### config.mk
export PLATFORM = sky130hd
export DESIGN_NAME = sync_time_base_slot_timer
export DESIGN_NICKNAME = d
export VERILOG_FILES = /design/src/hdl/sync_time_base_slot_timer.v
export VERILOG_INCLUDE_DIRS = /design/src /design/src/hdl
export SDC_FILE = /design/constraint.sdc
export NUM_CORES = 1
export LEC_CHECK = 0
export BUFFER_PORTS_ARGS = -buffer_cell sky130_fd_sc_hd__buf_2
export CAP_MARGIN = 20
export CELL_PAD_IN_SITES_DETAIL_PLACEMENT = 1
export CELL_PAD_IN_SITES_GLOBAL_PLACEMENT = 2
export CORE_MARGIN = 5
export CORE_UTILIZATION = 35
export DETAILED_ROUTE_END_ITERATION = 16
export PLACE_DENSITY = 0.87
export SYNTH_ARGS = -nofsm -noshare
export SYNTH_HDL_FRONTEND = slang
export SYNTH_SLANG_ARGS = --single-unit
export TNS_END_PERCENT = 30
### constraint.sdc
create_clock -name ref_clk_i -period 6.75 [get_ports ref_clk_i]
set_input_delay 0.3375 -clock ref_clk_i [delete_from_list [all_inputs] [get_ports ref_clk_i]]
set_output_delay 0.3375 -clock ref_clk_i [all_outputs]
set_load 0.05 [all_outputs]
### src/hdl/slot_timer_defines.vh
// Register offsets, field positions, reset values and timing constants of the slot timer
`ifndef SLOT_TIMER_DEFINES_VH
`define SLOT_TIMER_DEFINES_VH
// ****************************************
// Register offsets
// ****************************************
`define OFS_REPORT_CTRL 8'h02
`define OFS_PRIORITY 8'h03
`define OFS_MAX_SIZE 8'h04
`define OFS_TIME_BASE 8'h10
`define OFS_STEP_ADJ 8'h14
`define OFS_SLOT_COUNT 8'h18
`define OFS_SLOT_ADJ 8'h1c
// ****************************************
// Field positions
// ****************************************
`define REPORT_EN_BIT 0
`define SECOND_PRIO_MSB 5
`define SECOND_PRIO_LSB 3
`define FIRST_PRIO_MSB 2
`define FIRST_PRIO_LSB 0
`define SIZE_MSB 11
`define INCR_MSB 5
`define ADJ_PER_MSB 11
`define ADJ_PER_LSB 8
`define TICK_MSB 27
`define TICK_LSB 16
`define SLOT_MSB 4
`define SEL_MSB 1
`define MACRO_MSB 17
`define MACRO_LSB 16
// ****************************************
// Reset values
// ****************************************
`define RST_SECOND_PRIO 3'h4
`define RST_FIRST_PRIO 3'h5
`define RST_MAX_SIZE 12'h05ee
`define RST_INCR 6'h28
// ****************************************
// Timing
// ****************************************
`define CLK_MHZ 50
`define TICK_MHZ 25
`define SLOT_TICKS_NOM 12'h0c35
`define SLOT_TICKS_LONG 12'h0c36
`define SLOT_TICKS_SHORT 12'h0c34
`define MACRO_BASE_US 1000
`define CLASS5_SLOT_US 125
`endif

### src/hdl/sync_time_base_slot_timer.v
// Time base, slot counter and time-sensitive traffic settings of the switch
// ****************************************
// Summary of operation
// - Report packet per sync transmit when enabled
// - Second class priority match steers queue 4
// - First class priority match steers queue 5
// - Ingress checks length against size limit
// - Egress shaping uses same size limit
// - Read-only 32-bit time base, zero reset
// - Packet timestamps taken from time base
// - Add increment, default 40, each tick
// - Non-nominal increment only for adjust period
// - Tick counter 1..terminal advances slot number
// - Five-bit slot number, software read/write
// - Slot select: 3125, 3126, 3124, reserved
// - Alternative slot length for slot period
// - Macro slot 1, 2 or 4 ms
// - Class 5 slot fixed at 125 us
// ****************************************
`include "slot_timer_defines.vh"

module sync_time_base_slot_timer #(
  parameter MACRO_BASE_TICKS = `MACRO_BASE_US * `TICK_MHZ,
  parameter CLASS5_TICKS = `CLASS5_SLOT_US * `TICK_MHZ
) (
  // Clock and reset
  input wire ref_clk_i,
  input wire rst_n_i,
  // Register port
  input wire [7:0] reg_addr_i,
  input wire reg_wr_i,
  input wire [31:0] reg_wdata_i,
  input wire reg_rd_i,
  output reg [31:0] reg_rdata_o,
  // Ingress classification
  input wire rx_pkt_i,
  input wire [2:0] rx_pcp_i,
  input wire [11:0] rx_len_i,
  output reg rx_to_queue4_o,
  output reg rx_to_queue5_o,
  output reg rx_len_ok_o,
  output reg [31:0] rx_stamp_o,
  // Egress shaping and reporting
  input wire tx_check_i,
  input wire [11:0] tx_len_i,
  output reg tx_gate_ok_o,
  input wire tx_sync_pkt_i,
  output reg report_req_o,
  output reg [31:0] report_stamp_o,
  // Slot timing
  output reg tick_o,
  output reg slot_start_o,
  output reg macro_slot_start_o,
  output reg class5_slot_start_o
);

  localparam DIV = `CLK_MHZ / `TICK_MHZ;
  localparam [16:0] MACRO_TICKS = MACRO_BASE_TICKS[16:0];
  localparam [16:0] C5_TICKS = CLASS5_TICKS[16:0];

  // ****************************************
  // Helpers
  // ****************************************
  function [11:0] slot_terminal;
    input [1:0] sel;
    begin
      case (sel)
        2'h1: slot_terminal = `SLOT_TICKS_LONG;
        2'h2: slot_terminal = `SLOT_TICKS_SHORT;
        default: slot_terminal = `SLOT_TICKS_NOM;
      endcase
    end
  endfunction

  function [18:0] macro_ticks;
    input [1:0] per;
    begin
      case (per)
        2'h1: macro_ticks = {1'b0, MACRO_TICKS, 1'b0};
        2'h2: macro_ticks = {MACRO_TICKS, 2'h0};
        default: macro_ticks = {2'h0, MACRO_TICKS};
      endcase
    end
  endfunction

  function prio_hit;
    input [2:0] pcp;
    input [2:0] field;
    begin
      prio_hit = (pcp == field);
    end
  endfunction

  // Limit is inclusive: a packet of exactly the limit passes
  function within_limit;
    input [11:0] len;
    input [11:0] limit;
    begin
      within_limit = (len <= limit);
    end
  endfunction

  // ****************************************
  // Registers
  // ****************************************
  reg report_en_ff;
  reg [2:0] second_prio_ff;
  reg [2:0] first_prio_ff;
  reg [11:0] size_limit_ff;
  reg [31:0] time_base_ff;
  reg [5:0] incr_ff;
  reg [3:0] adj_period_ff;
  reg [3:0] adj_left_ff;
  reg [11:0] tick_cnt_ff;
  reg [4:0] slot_ff;
  reg [1:0] slot_sel_ff;
  reg [3:0] slot_period_ff;
  reg [3:0] slot_left_ff;
  reg [1:0] macro_per_ff;
  reg [18:0] macro_cnt_ff;
  reg [16:0] c5_cnt_ff;
  reg [7:0] div_ff;

  wire wr_report = reg_wr_i && (reg_addr_i == `OFS_REPORT_CTRL);
  wire wr_prio = reg_wr_i && (reg_addr_i == `OFS_PRIORITY);
  wire wr_size = reg_wr_i && (reg_addr_i == `OFS_MAX_SIZE);
  wire wr_step = reg_wr_i && (reg_addr_i == `OFS_STEP_ADJ);
  wire wr_slot = reg_wr_i && (reg_addr_i == `OFS_SLOT_COUNT);
  wire wr_sadj = reg_wr_i && (reg_addr_i == `OFS_SLOT_ADJ);

  // ****************************************
  // Tick and time base
  // ****************************************
  wire tick = (div_ff == DIV - 1);
  wire adj_active = (incr_ff != `RST_INCR) && (adj_left_ff != 4'h0);
  wire [5:0] eff_incr = adj_active ? incr_ff : `RST_INCR;
  wire slot_alt = (slot_left_ff != 4'h0);
  wire [11:0] terminal = slot_terminal(slot_alt ? slot_sel_ff : 2'h0);
  wire slot_end = tick && (tick_cnt_ff >= terminal);
  wire [18:0] macro_end = macro_ticks(macro_per_ff);
  wire macro_wrap = (macro_cnt_ff + 19'h0_0001 >= macro_end);
  wire c5_wrap = (c5_cnt_ff + 17'h0_0001 >= C5_TICKS);

  // Divider from the system clock down to the 25 MHz tick
  always @(posedge ref_clk_i or negedge rst_n_i) begin
    if (!rst_n_i) begin
      div_ff <= 8'h00;
    end else begin
      div_ff <= tick ? 8'h00 : div_ff + 8'h01;
    end
  end

  // Time base cannot be written; it only advances
  always @(posedge ref_clk_i or negedge rst_n_i) begin
    if (!rst_n_i) begin
      time_base_ff <= 32'h0000_0000;
    end else if (tick) begin
      time_base_ff <= time_base_ff + {26'h00_0000, eff_incr};
    end
  end

  // A write restarts the adjust count even while one is running
  always @(posedge ref_clk_i or negedge rst_n_i) begin
    if (!rst_n_i) begin
      adj_left_ff <= 4'h0;
    end else if (wr_step) begin
      adj_left_ff <= reg_wdata_i[`ADJ_PER_MSB:`ADJ_PER_LSB];
    end else if (tick && adj_active) begin
      adj_left_ff <= adj_left_ff - 4'h1;
    end
  end

  // ****************************************
  // Tick counter, slot number and slot lengths
  // ****************************************
  // A slot register write overrides a slot end in the same cycle
  always @(posedge ref_clk_i or negedge rst_n_i) begin
    if (!rst_n_i) begin
      tick_cnt_ff <= 12'h000;
      slot_ff <= 5'h00;
    end else if (wr_slot) begin
      tick_cnt_ff <= reg_wdata_i[`TICK_MSB:`TICK_LSB];
      slot_ff <= reg_wdata_i[`SLOT_MSB:0];
    end else if (slot_end) begin
      tick_cnt_ff <= 12'h001;
      slot_ff <= slot_ff + 5'h01;
    end else if (tick) begin
      tick_cnt_ff <= tick_cnt_ff + 12'h001;
    end
  end

  // Alternative slot length counts down once per finished slot
  always @(posedge ref_clk_i or negedge rst_n_i) begin
    if (!rst_n_i) begin
      slot_left_ff <= 4'h0;
    end else if (wr_sadj) begin
      slot_left_ff <= reg_wdata_i[`ADJ_PER_MSB:`ADJ_PER_LSB];
    end else if (slot_end && slot_alt) begin
      slot_left_ff <= slot_left_ff - 4'h1;
    end
  end

  // ****************************************
  // Macro slot and class 5 slot counters
  // ****************************************
  // A shorter macro period takes effect at once; a long count wraps at once
  always @(posedge ref_clk_i or negedge rst_n_i) begin
    if (!rst_n_i) begin
      macro_cnt_ff <= 19'h0_0000;
      c5_cnt_ff <= 17'h0_0000;
    end else if (tick) begin
      macro_cnt_ff <= macro_wrap ? 19'h0_0000 : macro_cnt_ff + 19'h0_0001;
      c5_cnt_ff <= c5_wrap ? 17'h0_0000 : c5_cnt_ff + 17'h0_0001;
    end
  end

  // ****************************************
  // Timing pulses
  // ****************************************
  // All pulses coincide with the tick that ends their period
  always @(posedge ref_clk_i or negedge rst_n_i) begin
    if (!rst_n_i) begin
      tick_o <= 1'b0;
      slot_start_o <= 1'b0;
      macro_slot_start_o <= 1'b0;
      class5_slot_start_o <= 1'b0;
    end else begin
      tick_o <= tick;
      slot_start_o <= slot_end && !wr_slot;
      macro_slot_start_o <= tick && macro_wrap;
      class5_slot_start_o <= tick && c5_wrap;
    end
  end

  // ****************************************
  // Software registers
  // ****************************************
  always @(posedge ref_clk_i or negedge rst_n_i) begin
    if (!rst_n_i) begin
      report_en_ff <= 1'b0;
      second_prio_ff <= `RST_SECOND_PRIO;
      first_prio_ff <= `RST_FIRST_PRIO;
      size_limit_ff <= `RST_MAX_SIZE;
    end else begin
      if (wr_report) begin
        report_en_ff <= reg_wdata_i[`REPORT_EN_BIT];
      end
      if (wr_prio) begin
        second_prio_ff <= reg_wdata_i[`SECOND_PRIO_MSB:`SECOND_PRIO_LSB];
        first_prio_ff <= reg_wdata_i[`FIRST_PRIO_MSB:`FIRST_PRIO_LSB];
      end
      if (wr_size) begin
        size_limit_ff <= reg_wdata_i[`SIZE_MSB:0];
      end
    end
  end

  // Adjust fields stay readable after their counts run out
  always @(posedge ref_clk_i or negedge rst_n_i) begin
    if (!rst_n_i) begin
      incr_ff <= `RST_INCR;
      adj_period_ff <= 4'h0;
      slot_sel_ff <= 2'h0;
      slot_period_ff <= 4'h0;
      macro_per_ff <= 2'h0;
    end else begin
      if (wr_step) begin
        incr_ff <= reg_wdata_i[`INCR_MSB:0];
        adj_period_ff <= reg_wdata_i[`ADJ_PER_MSB:`ADJ_PER_LSB];
      end
      if (wr_sadj) begin
        slot_sel_ff <= reg_wdata_i[`SEL_MSB:0];
        slot_period_ff <= reg_wdata_i[`ADJ_PER_MSB:`ADJ_PER_LSB];
        macro_per_ff <= reg_wdata_i[`MACRO_MSB:`MACRO_LSB];
      end
    end
  end

  // Read data, one cycle after the strobe; unmapped offsets read zero
  always @(posedge ref_clk_i or negedge rst_n_i) begin
    if (!rst_n_i) begin
      reg_rdata_o <= 32'h0000_0000;
    end else if (reg_rd_i) begin
      case (reg_addr_i)
        `OFS_REPORT_CTRL: reg_rdata_o <= {31'h0000_0000, report_en_ff};
        `OFS_PRIORITY: reg_rdata_o <= {26'h000_0000, second_prio_ff, first_prio_ff};
        `OFS_MAX_SIZE: reg_rdata_o <= {20'h0_0000, size_limit_ff};
        `OFS_TIME_BASE: reg_rdata_o <= time_base_ff;
        `OFS_STEP_ADJ: reg_rdata_o <= {20'h0_0000, adj_period_ff, 2'h0, incr_ff};
        `OFS_SLOT_COUNT: reg_rdata_o <= {4'h0, tick_cnt_ff, 11'h000, slot_ff};
        `OFS_SLOT_ADJ: reg_rdata_o <= {14'h0000, macro_per_ff, 4'h0, slot_period_ff,
          6'h00, slot_sel_ff};
        default: reg_rdata_o <= 32'h0000_0000;
      endcase
    end
  end

  // ****************************************
  // Ingress classification
  // ****************************************
  // Equal priorities: the first class wins, queue 4 stays clear
  always @(posedge ref_clk_i or negedge rst_n_i) begin
    if (!rst_n_i) begin
      rx_to_queue4_o <= 1'b0;
      rx_to_queue5_o <= 1'b0;
    end else begin
      rx_to_queue5_o <= rx_pkt_i && prio_hit(rx_pcp_i, first_prio_ff);
      rx_to_queue4_o <= rx_pkt_i && prio_hit(rx_pcp_i, second_prio_ff) &&
        !prio_hit(rx_pcp_i, first_prio_ff);
    end
  end

  // ****************************************
  // Length checks against the size limit
  // ****************************************
  always @(posedge ref_clk_i or negedge rst_n_i) begin
    if (!rst_n_i) begin
      rx_len_ok_o <= 1'b0;
      tx_gate_ok_o <= 1'b0;
    end else begin
      rx_len_ok_o <= rx_pkt_i && within_limit(rx_len_i, size_limit_ff);
      tx_gate_ok_o <= tx_check_i && within_limit(tx_len_i, size_limit_ff);
    end
  end

  // ****************************************
  // Timestamps and report requests
  // ****************************************
  // Stamps hold until the next capture
  always @(posedge ref_clk_i or negedge rst_n_i) begin
    if (!rst_n_i) begin
      rx_stamp_o <= 32'h0000_0000;
      report_req_o <= 1'b0;
      report_stamp_o <= 32'h0000_0000;
    end else begin
      if (rx_pkt_i) begin
        rx_stamp_o <= time_base_ff;
      end
      report_req_o <= tx_sync_pkt_i && report_en_ff;
      if (tx_sync_pkt_i) begin
        report_stamp_o <= time_base_ff;
      end
    end
  end

endmodule // sync_time_base_slot_timer

[Word level (Yosys, flattened, before mapping)]
Index checks and enable logic that the tools add are counted.
Word-level totals
  register bits: 243
  output and inout bits: 105
Operators by class
  $add $sub $neg: 8
  $lt $le $gt $ge: 5
  equality and inequality tests: 15
  multiplexer cells: 17
  reduce and logical (&&, ||, !) cells: 27
Operators with widths (count)
  one-hot mux 32 bit (7 select lines): 1
  2-to-1 mux 12 bit: 3
  one-hot mux 17 bit (2 select lines): 1
  adder 32 x 6 -> 32 bit: 1
  equality test 8 x 5 -> 1 bit, second input constant: 4
  <= comparator 12 bit: 2
  adder 19 x 1 -> 19 bit, second input constant: 1
  >= comparator 19 bit: 1
  logical AND 1 bit: 19
  2-to-1 mux 19 bit: 1
  adder 17 x 1 -> 17 bit, second input constant: 1
  >= comparator 17 x 12 -> 1 bit, second input constant: 1
  2-to-1 mux 17 bit: 1
  equality test 8 x 2 -> 1 bit, second input constant: 2
  2-to-1 mux 4 bit: 4
  adder 12 x 1 -> 12 bit, second input constant: 1
  >= comparator 12 bit: 1
  2-to-1 mux 5 bit: 2
  adder 8 x 1 -> 8 bit, second input constant: 1
  equality test 8 x 1 -> 1 bit, second input constant: 1
  equality test 8 x 3 -> 1 bit, second input constant: 1
  2-to-1 mux 8 bit: 1
  nonzero test 4 bit: 2
  subtractor 4 x 1 -> 4 bit, second input constant: 2
  11 further kinds: 17

[Longest topological paths before layout]
  word-level depth: 9
  depth in mapped cells: 15
  gate-level depth less buffers: 14

[Worst setup path before layout]
OpenSTA, ideal clock, no wires.
  kind: reg-to-reg
  start: reg adj_left_ff[0]
  end: reg time_base_ff[24]
  setup time: 132 ps
  arrival time: 3070 ps
  required time: 6618 ps
  setup slack: 3548 ps
  cell stages (with the launch flop): 16
  buffers on the path: 1
  clock period less this slack: 3202 ps
  path through: dfrtp_1 > inv_1 > ha_1 > inv_1 > nor3_1 > nor2b_1 > ha_1 > fa_1 > a21o_1 > a21oi_1 > nor2b_1 > o21a_1 > o21ai_0 > clkbuf_1 > nor3_1 > xor2_1
Between the ends
  word-level cells in the longest chain between the ends: 4
Ends and longest elaborated chain
  from (decl): RTL line sync_time_base_slot_timer.v:113  | reg [3:0] adj_left_ff;
  from (signal assigned): RTL line sync_time_base_slot_timer.v:167  | adj_left_ff <= reg_wdata_i[`ADJ_PER_MSB:`ADJ_PER_LSB];
  from (signal assigned): RTL line sync_time_base_slot_timer.v:169  | adj_left_ff <= adj_left_ff - 4'h1;
  nonzero test 4 bit: RTL line sync_time_base_slot_timer.v:135  | wire adj_active = (incr_ff != `RST_INCR) && (adj_left_ff != 4'h0);
  logical AND 1 bit: RTL line sync_time_base_slot_timer.v:135
  2-to-1 mux 6 bit (no line)
  adder 32 x 6 -> 32 bit: RTL line sync_time_base_slot_timer.v:158  | time_base_ff <= time_base_ff + {26'h00_0000, eff_incr};
  to (signal assigned): RTL line sync_time_base_slot_timer.v:158
  to (decl): RTL line sync_time_base_slot_timer.v:110  | reg [31:0] time_base_ff;
Every way passes these cells.
A chain may end at the register's enable or synchronous reset.

[Worst setup path in the final report]
  start: reg macro_cnt_ff[3]
  end: reg macro_cnt_ff[11]
Between the ends
  word-level cells in the longest chain between the ends: 3
Ends and longest elaborated chain
  from (decl): RTL line sync_time_base_slot_timer.v:120  | reg [18:0] macro_cnt_ff;
  from (signal assigned): RTL line sync_time_base_slot_timer.v:212  | macro_cnt_ff <= macro_wrap ? 19'h0_0000 : macro_cnt_ff + 19'h0_0001;
  adder 19 x 1 -> 19 bit (*): RTL line sync_time_base_slot_timer.v:141, sync_time_base_slot_timer.v:212
  >= comparator 19 bit: RTL line sync_time_base_slot_timer.v:141  | wire macro_wrap = (macro_cnt_ff + 19'h0_0001 >= macro_end);
  2-to-1 mux 19 bit (*): RTL line sync_time_base_slot_timer.v:212
Every way passes the cells marked *; elsewhere a longest branch is shown, timed or not.

==> impl_results.md <==
- Die height: around 200 um
- DR vias: ~9900
- Period minus WS final: approximately 3.8 ns
- Worst r2r path cells: 10
- Initial antenna violation count: 7
- Core Box Area: around 0.035 mm^2
- Leak pwr: just over 7 nW
- TritonCTS clock tree: built
- Critical path type: reg2reg
- CP required: around 7.2 ns
- Post-CTS setup buffers: 0
- Final setup viols: 0
- Worst Path Max Fanout: 18
- Top Ports: roughly 180
- Final core utilization: a little over two fifths
- Peak Freq: 262 MHz
- Cts bufs inserted: 28
- CP Cell Sequence: nand4_2 > nor4_2 > nand3_1 > xnor2_1 > ha_1 > nand4_1 > nor4_1 > a211o_1 > nor2_1 > a221o_1
- Routed length per instance: about 20 um
- Drt via density: between 5 and 6
- Die Width: 199 um
- Die area: 0.0397 mm^2
- Synth cell types: 64
- GPL Wtd Cong: ~0.80
- Worst skew pair latency: around 0.57 ns
- Syn Area/Cell: roughly 10 um^2
- Critical Path End Type: flip-flop
- Power Density: roughly 300 mW/mm^2
- Port bufs: 170
- Startpoint types: flip-flop
- Clock Tree Buf Depth: 3
- Status: completed
- CTS resizes: 0
- Initial core utilization: between 30 and 40%
- Yosys warns: 0
- Grt ovf: 0
- #FFs+latches synth: approximately 240
- Synthesized area: between 0.01 and 0.015 mm^2
- Critical Path Max Stage Delay: between 0.7 and 0.8 ns
- Peak supply drop: 0.268 mV
- Total track usage: roughly 18%
- DRC Markers: 0
- Filler instances: 4014
- Ranking of synthesized cells by area: dfrtp_1, mux2_2, ha_1
- Net Count, Synth: ~1300
- Cell taking the most area after synthesis: dfrtp_1
- H-tree Lvls: 1
- Largest net degree at the start of global routing: ~170
- Multi-input combinational cell area: 0.00598 mm^2
- Relative slew margins: 37.3%
- Worst min-delay path category: in2reg
- Post-synthesis instance total: between 1000 and 1500
- CTS sink cnt: 243
- Sum Neg Setup Slack: 0 ns
- Post-synth EDFFs: 0
- Most frequent cells in the layout: dfrtp_1, buf_2, nand2_1
- Share of the synthesized area in the top cell type: 45.9%
- Worst Tran Pin Value: about 0.94 ns
- Routed WL: 36.6 mm
- Post-route clock skew: around 0.025 ns
- Data arrival, critical path: between 4 and 5 ns
- Dpl hpwl: between 20 and 30 mm
- Number of global-route vias before repair: 10600
- Sequential fraction of the synthesis area: about half
- Worst-path clk slew: around 0.060 ns
- Max-slew violations: 0
- Drt first-iter violations: just over 500
- Unrepaired setup endpoints after global routing: false
- Antenna-violating nets left: 0
- Fin nets: around 1500
- Final hold vios: 0
- Max_cap viols: 0
- Root Buffer Master: clkbuf_16
- R2r setup slk: roughly 2.9 ns
- Commonest non-fill, non-tap cell in the layout: dfrtp_1
- Dominant synthesized flop cell: dfrtp_1
- Period utilisation layout: 56.5%
- First-pass DRT Iterations: 5
- Share of post-route cells with drive strength above 1: 25.9%
- FP Rows: 69
- CP max-delay cell: a211o_1
- Sequential cell area: approximately 0.0061 mm^2
- Hold depth: 2
- Async SR Flop Fraction: 100%
- Cts hold-fix bufs: 3
- First-pass GRT wire length: approximately 58 mm
- Layout Area Growth over Synthesis: 18.4%
-- power breakdown --
group	switching [mW]	internal (mW)
registers	0.189	1.63
logic	0.643	0.343
clock network	0.640	1.02
total	1.47	2.99
-- worst max-delay path, delay by kind of cell, from the launching register on --
kind                       cells  cell delay, ns
AOI/OAI and AO/OA              2            1.13
and+or+nand+nor                6            1.56
xor gates and xnor gates       1            0.18
DFF                            1            0.48
adders and majority gates      1            0.33
-- stage by stage --
stage	total power, mW	std cells	cell area [um^2]	hold slack [ns]	setup WS, ns
floorplan	2.49	1209	12500	0.0419	3.55
global placement	2.78	1784	13800	0.386	2.69
detailed placement	2.82	1784	13800	0.388	2.63
CTS	4.50	1837	14800	0.00263	2.60
global route	4.68	1842	14800	0.0181	2.66
finish	4.46	1842	14800	0.0313	2.93
-- worst paths after layout --
kind | startpoint | to
hold reg to reg | div_ff[7]$_DFF_PN0_ | div_ff[7]$_DFF_PN0_
hold / removal | tx_check_i | tx_gate_ok_o$_DFF_PN0_
setup reg to reg | macro_cnt_ff[3]$_DFFE_PN0P_ | macro_cnt_ff[11]$_DFFE_PN0P_
max in group asynchronous | rst_n_i | reg_rdata_o[25]$_DFFE_PN0P_
min in group asynchronous | rst_n_i | adj_period_ff[0]$_DFFE_PN0P_
setup / recovery | macro_cnt_ff[3]$_DFFE_PN0P_ | macro_cnt_ff[11]$_DFFE_PN0P_
-- final cells by class --
| class | instances | area share, % |
|---|---|---|
| inverters | 55 | 1.39 |
| repair buffers | 181 | 6.49 |
| diodes | 3 | 0.0506 |
| multi-input cells | 849 | 40.3 |
| flip-flops and latches | 243 | 41.1 |
| well taps | 461 | 3.89 |
| clock buffers | 36 | 5.33 |
| clock inverters | 14 | 1.52 |
-- routing by layer --
layer  part of all wire (%)  vias to the layer above  track usage (%)  wire length, um
li1                       -                     4593                -                -
met1                     44                     5033             23.9            16200
met2                     48                      203             30.5            17500
met3                    5.4                       51             3.52             1970
met4                    2.3                        8             4.76              835
met5                   0.13                        -                0               46
-- cell usage after synthesis (all sizes together), types with 5 or more instances --
library cell,n
a21o,16
a21oi,37
a221o,7
a222oi,8
a22o,8
a22oi,7
a31oi,16
and2,15
and3,18
buf,15
clkbuf,47
dfrtp,230
dfstp,13
ha,57
inv,55
mux2,94
mux2i,15
nand2,137
nand3,57
nand3b,8
nand4,19
nor2,66
nor2b,10
nor3,34
nor4,10
o21ai,52
o22ai,12
o31ai,19
or2,7
or3,5
xnor2,39
xor2,27
-- flip-flops by register name, summed over array words and instances (netlist names), 2 cells and up --
register        flops
reg_rdata_o        32
report_stamp_o     32
rx_stamp_o         32
time_base_ff       32
macro_cnt_ff       19
c5_cnt_ff          17
size_limit_ff      12
tick_cnt_ff        12
div_ff              8
incr_ff             6
slot_ff             5
adj_left_ff         4
adj_period_ff       4
slot_left_ff        4
slot_period_ff      4
first_prio_ff       3
second_prio_ff      3
macro_per_ff        2
slot_sel_ff         2
-- cells by family after synthesis --
| group | share of synthesized area, % |
|---|---|
| DFF | 48.6 |
| muxes | 9.64 |
| and+or+nand+nor | 15.8 |
| buffers and inverters | 3.76 |
| AOI/OAI and AO/OA | 11.7 |
| adders and majority gates | 5.85 |
| xor gates and xnor gates | 4.61 |
Power figures use the tool's default switching activity.
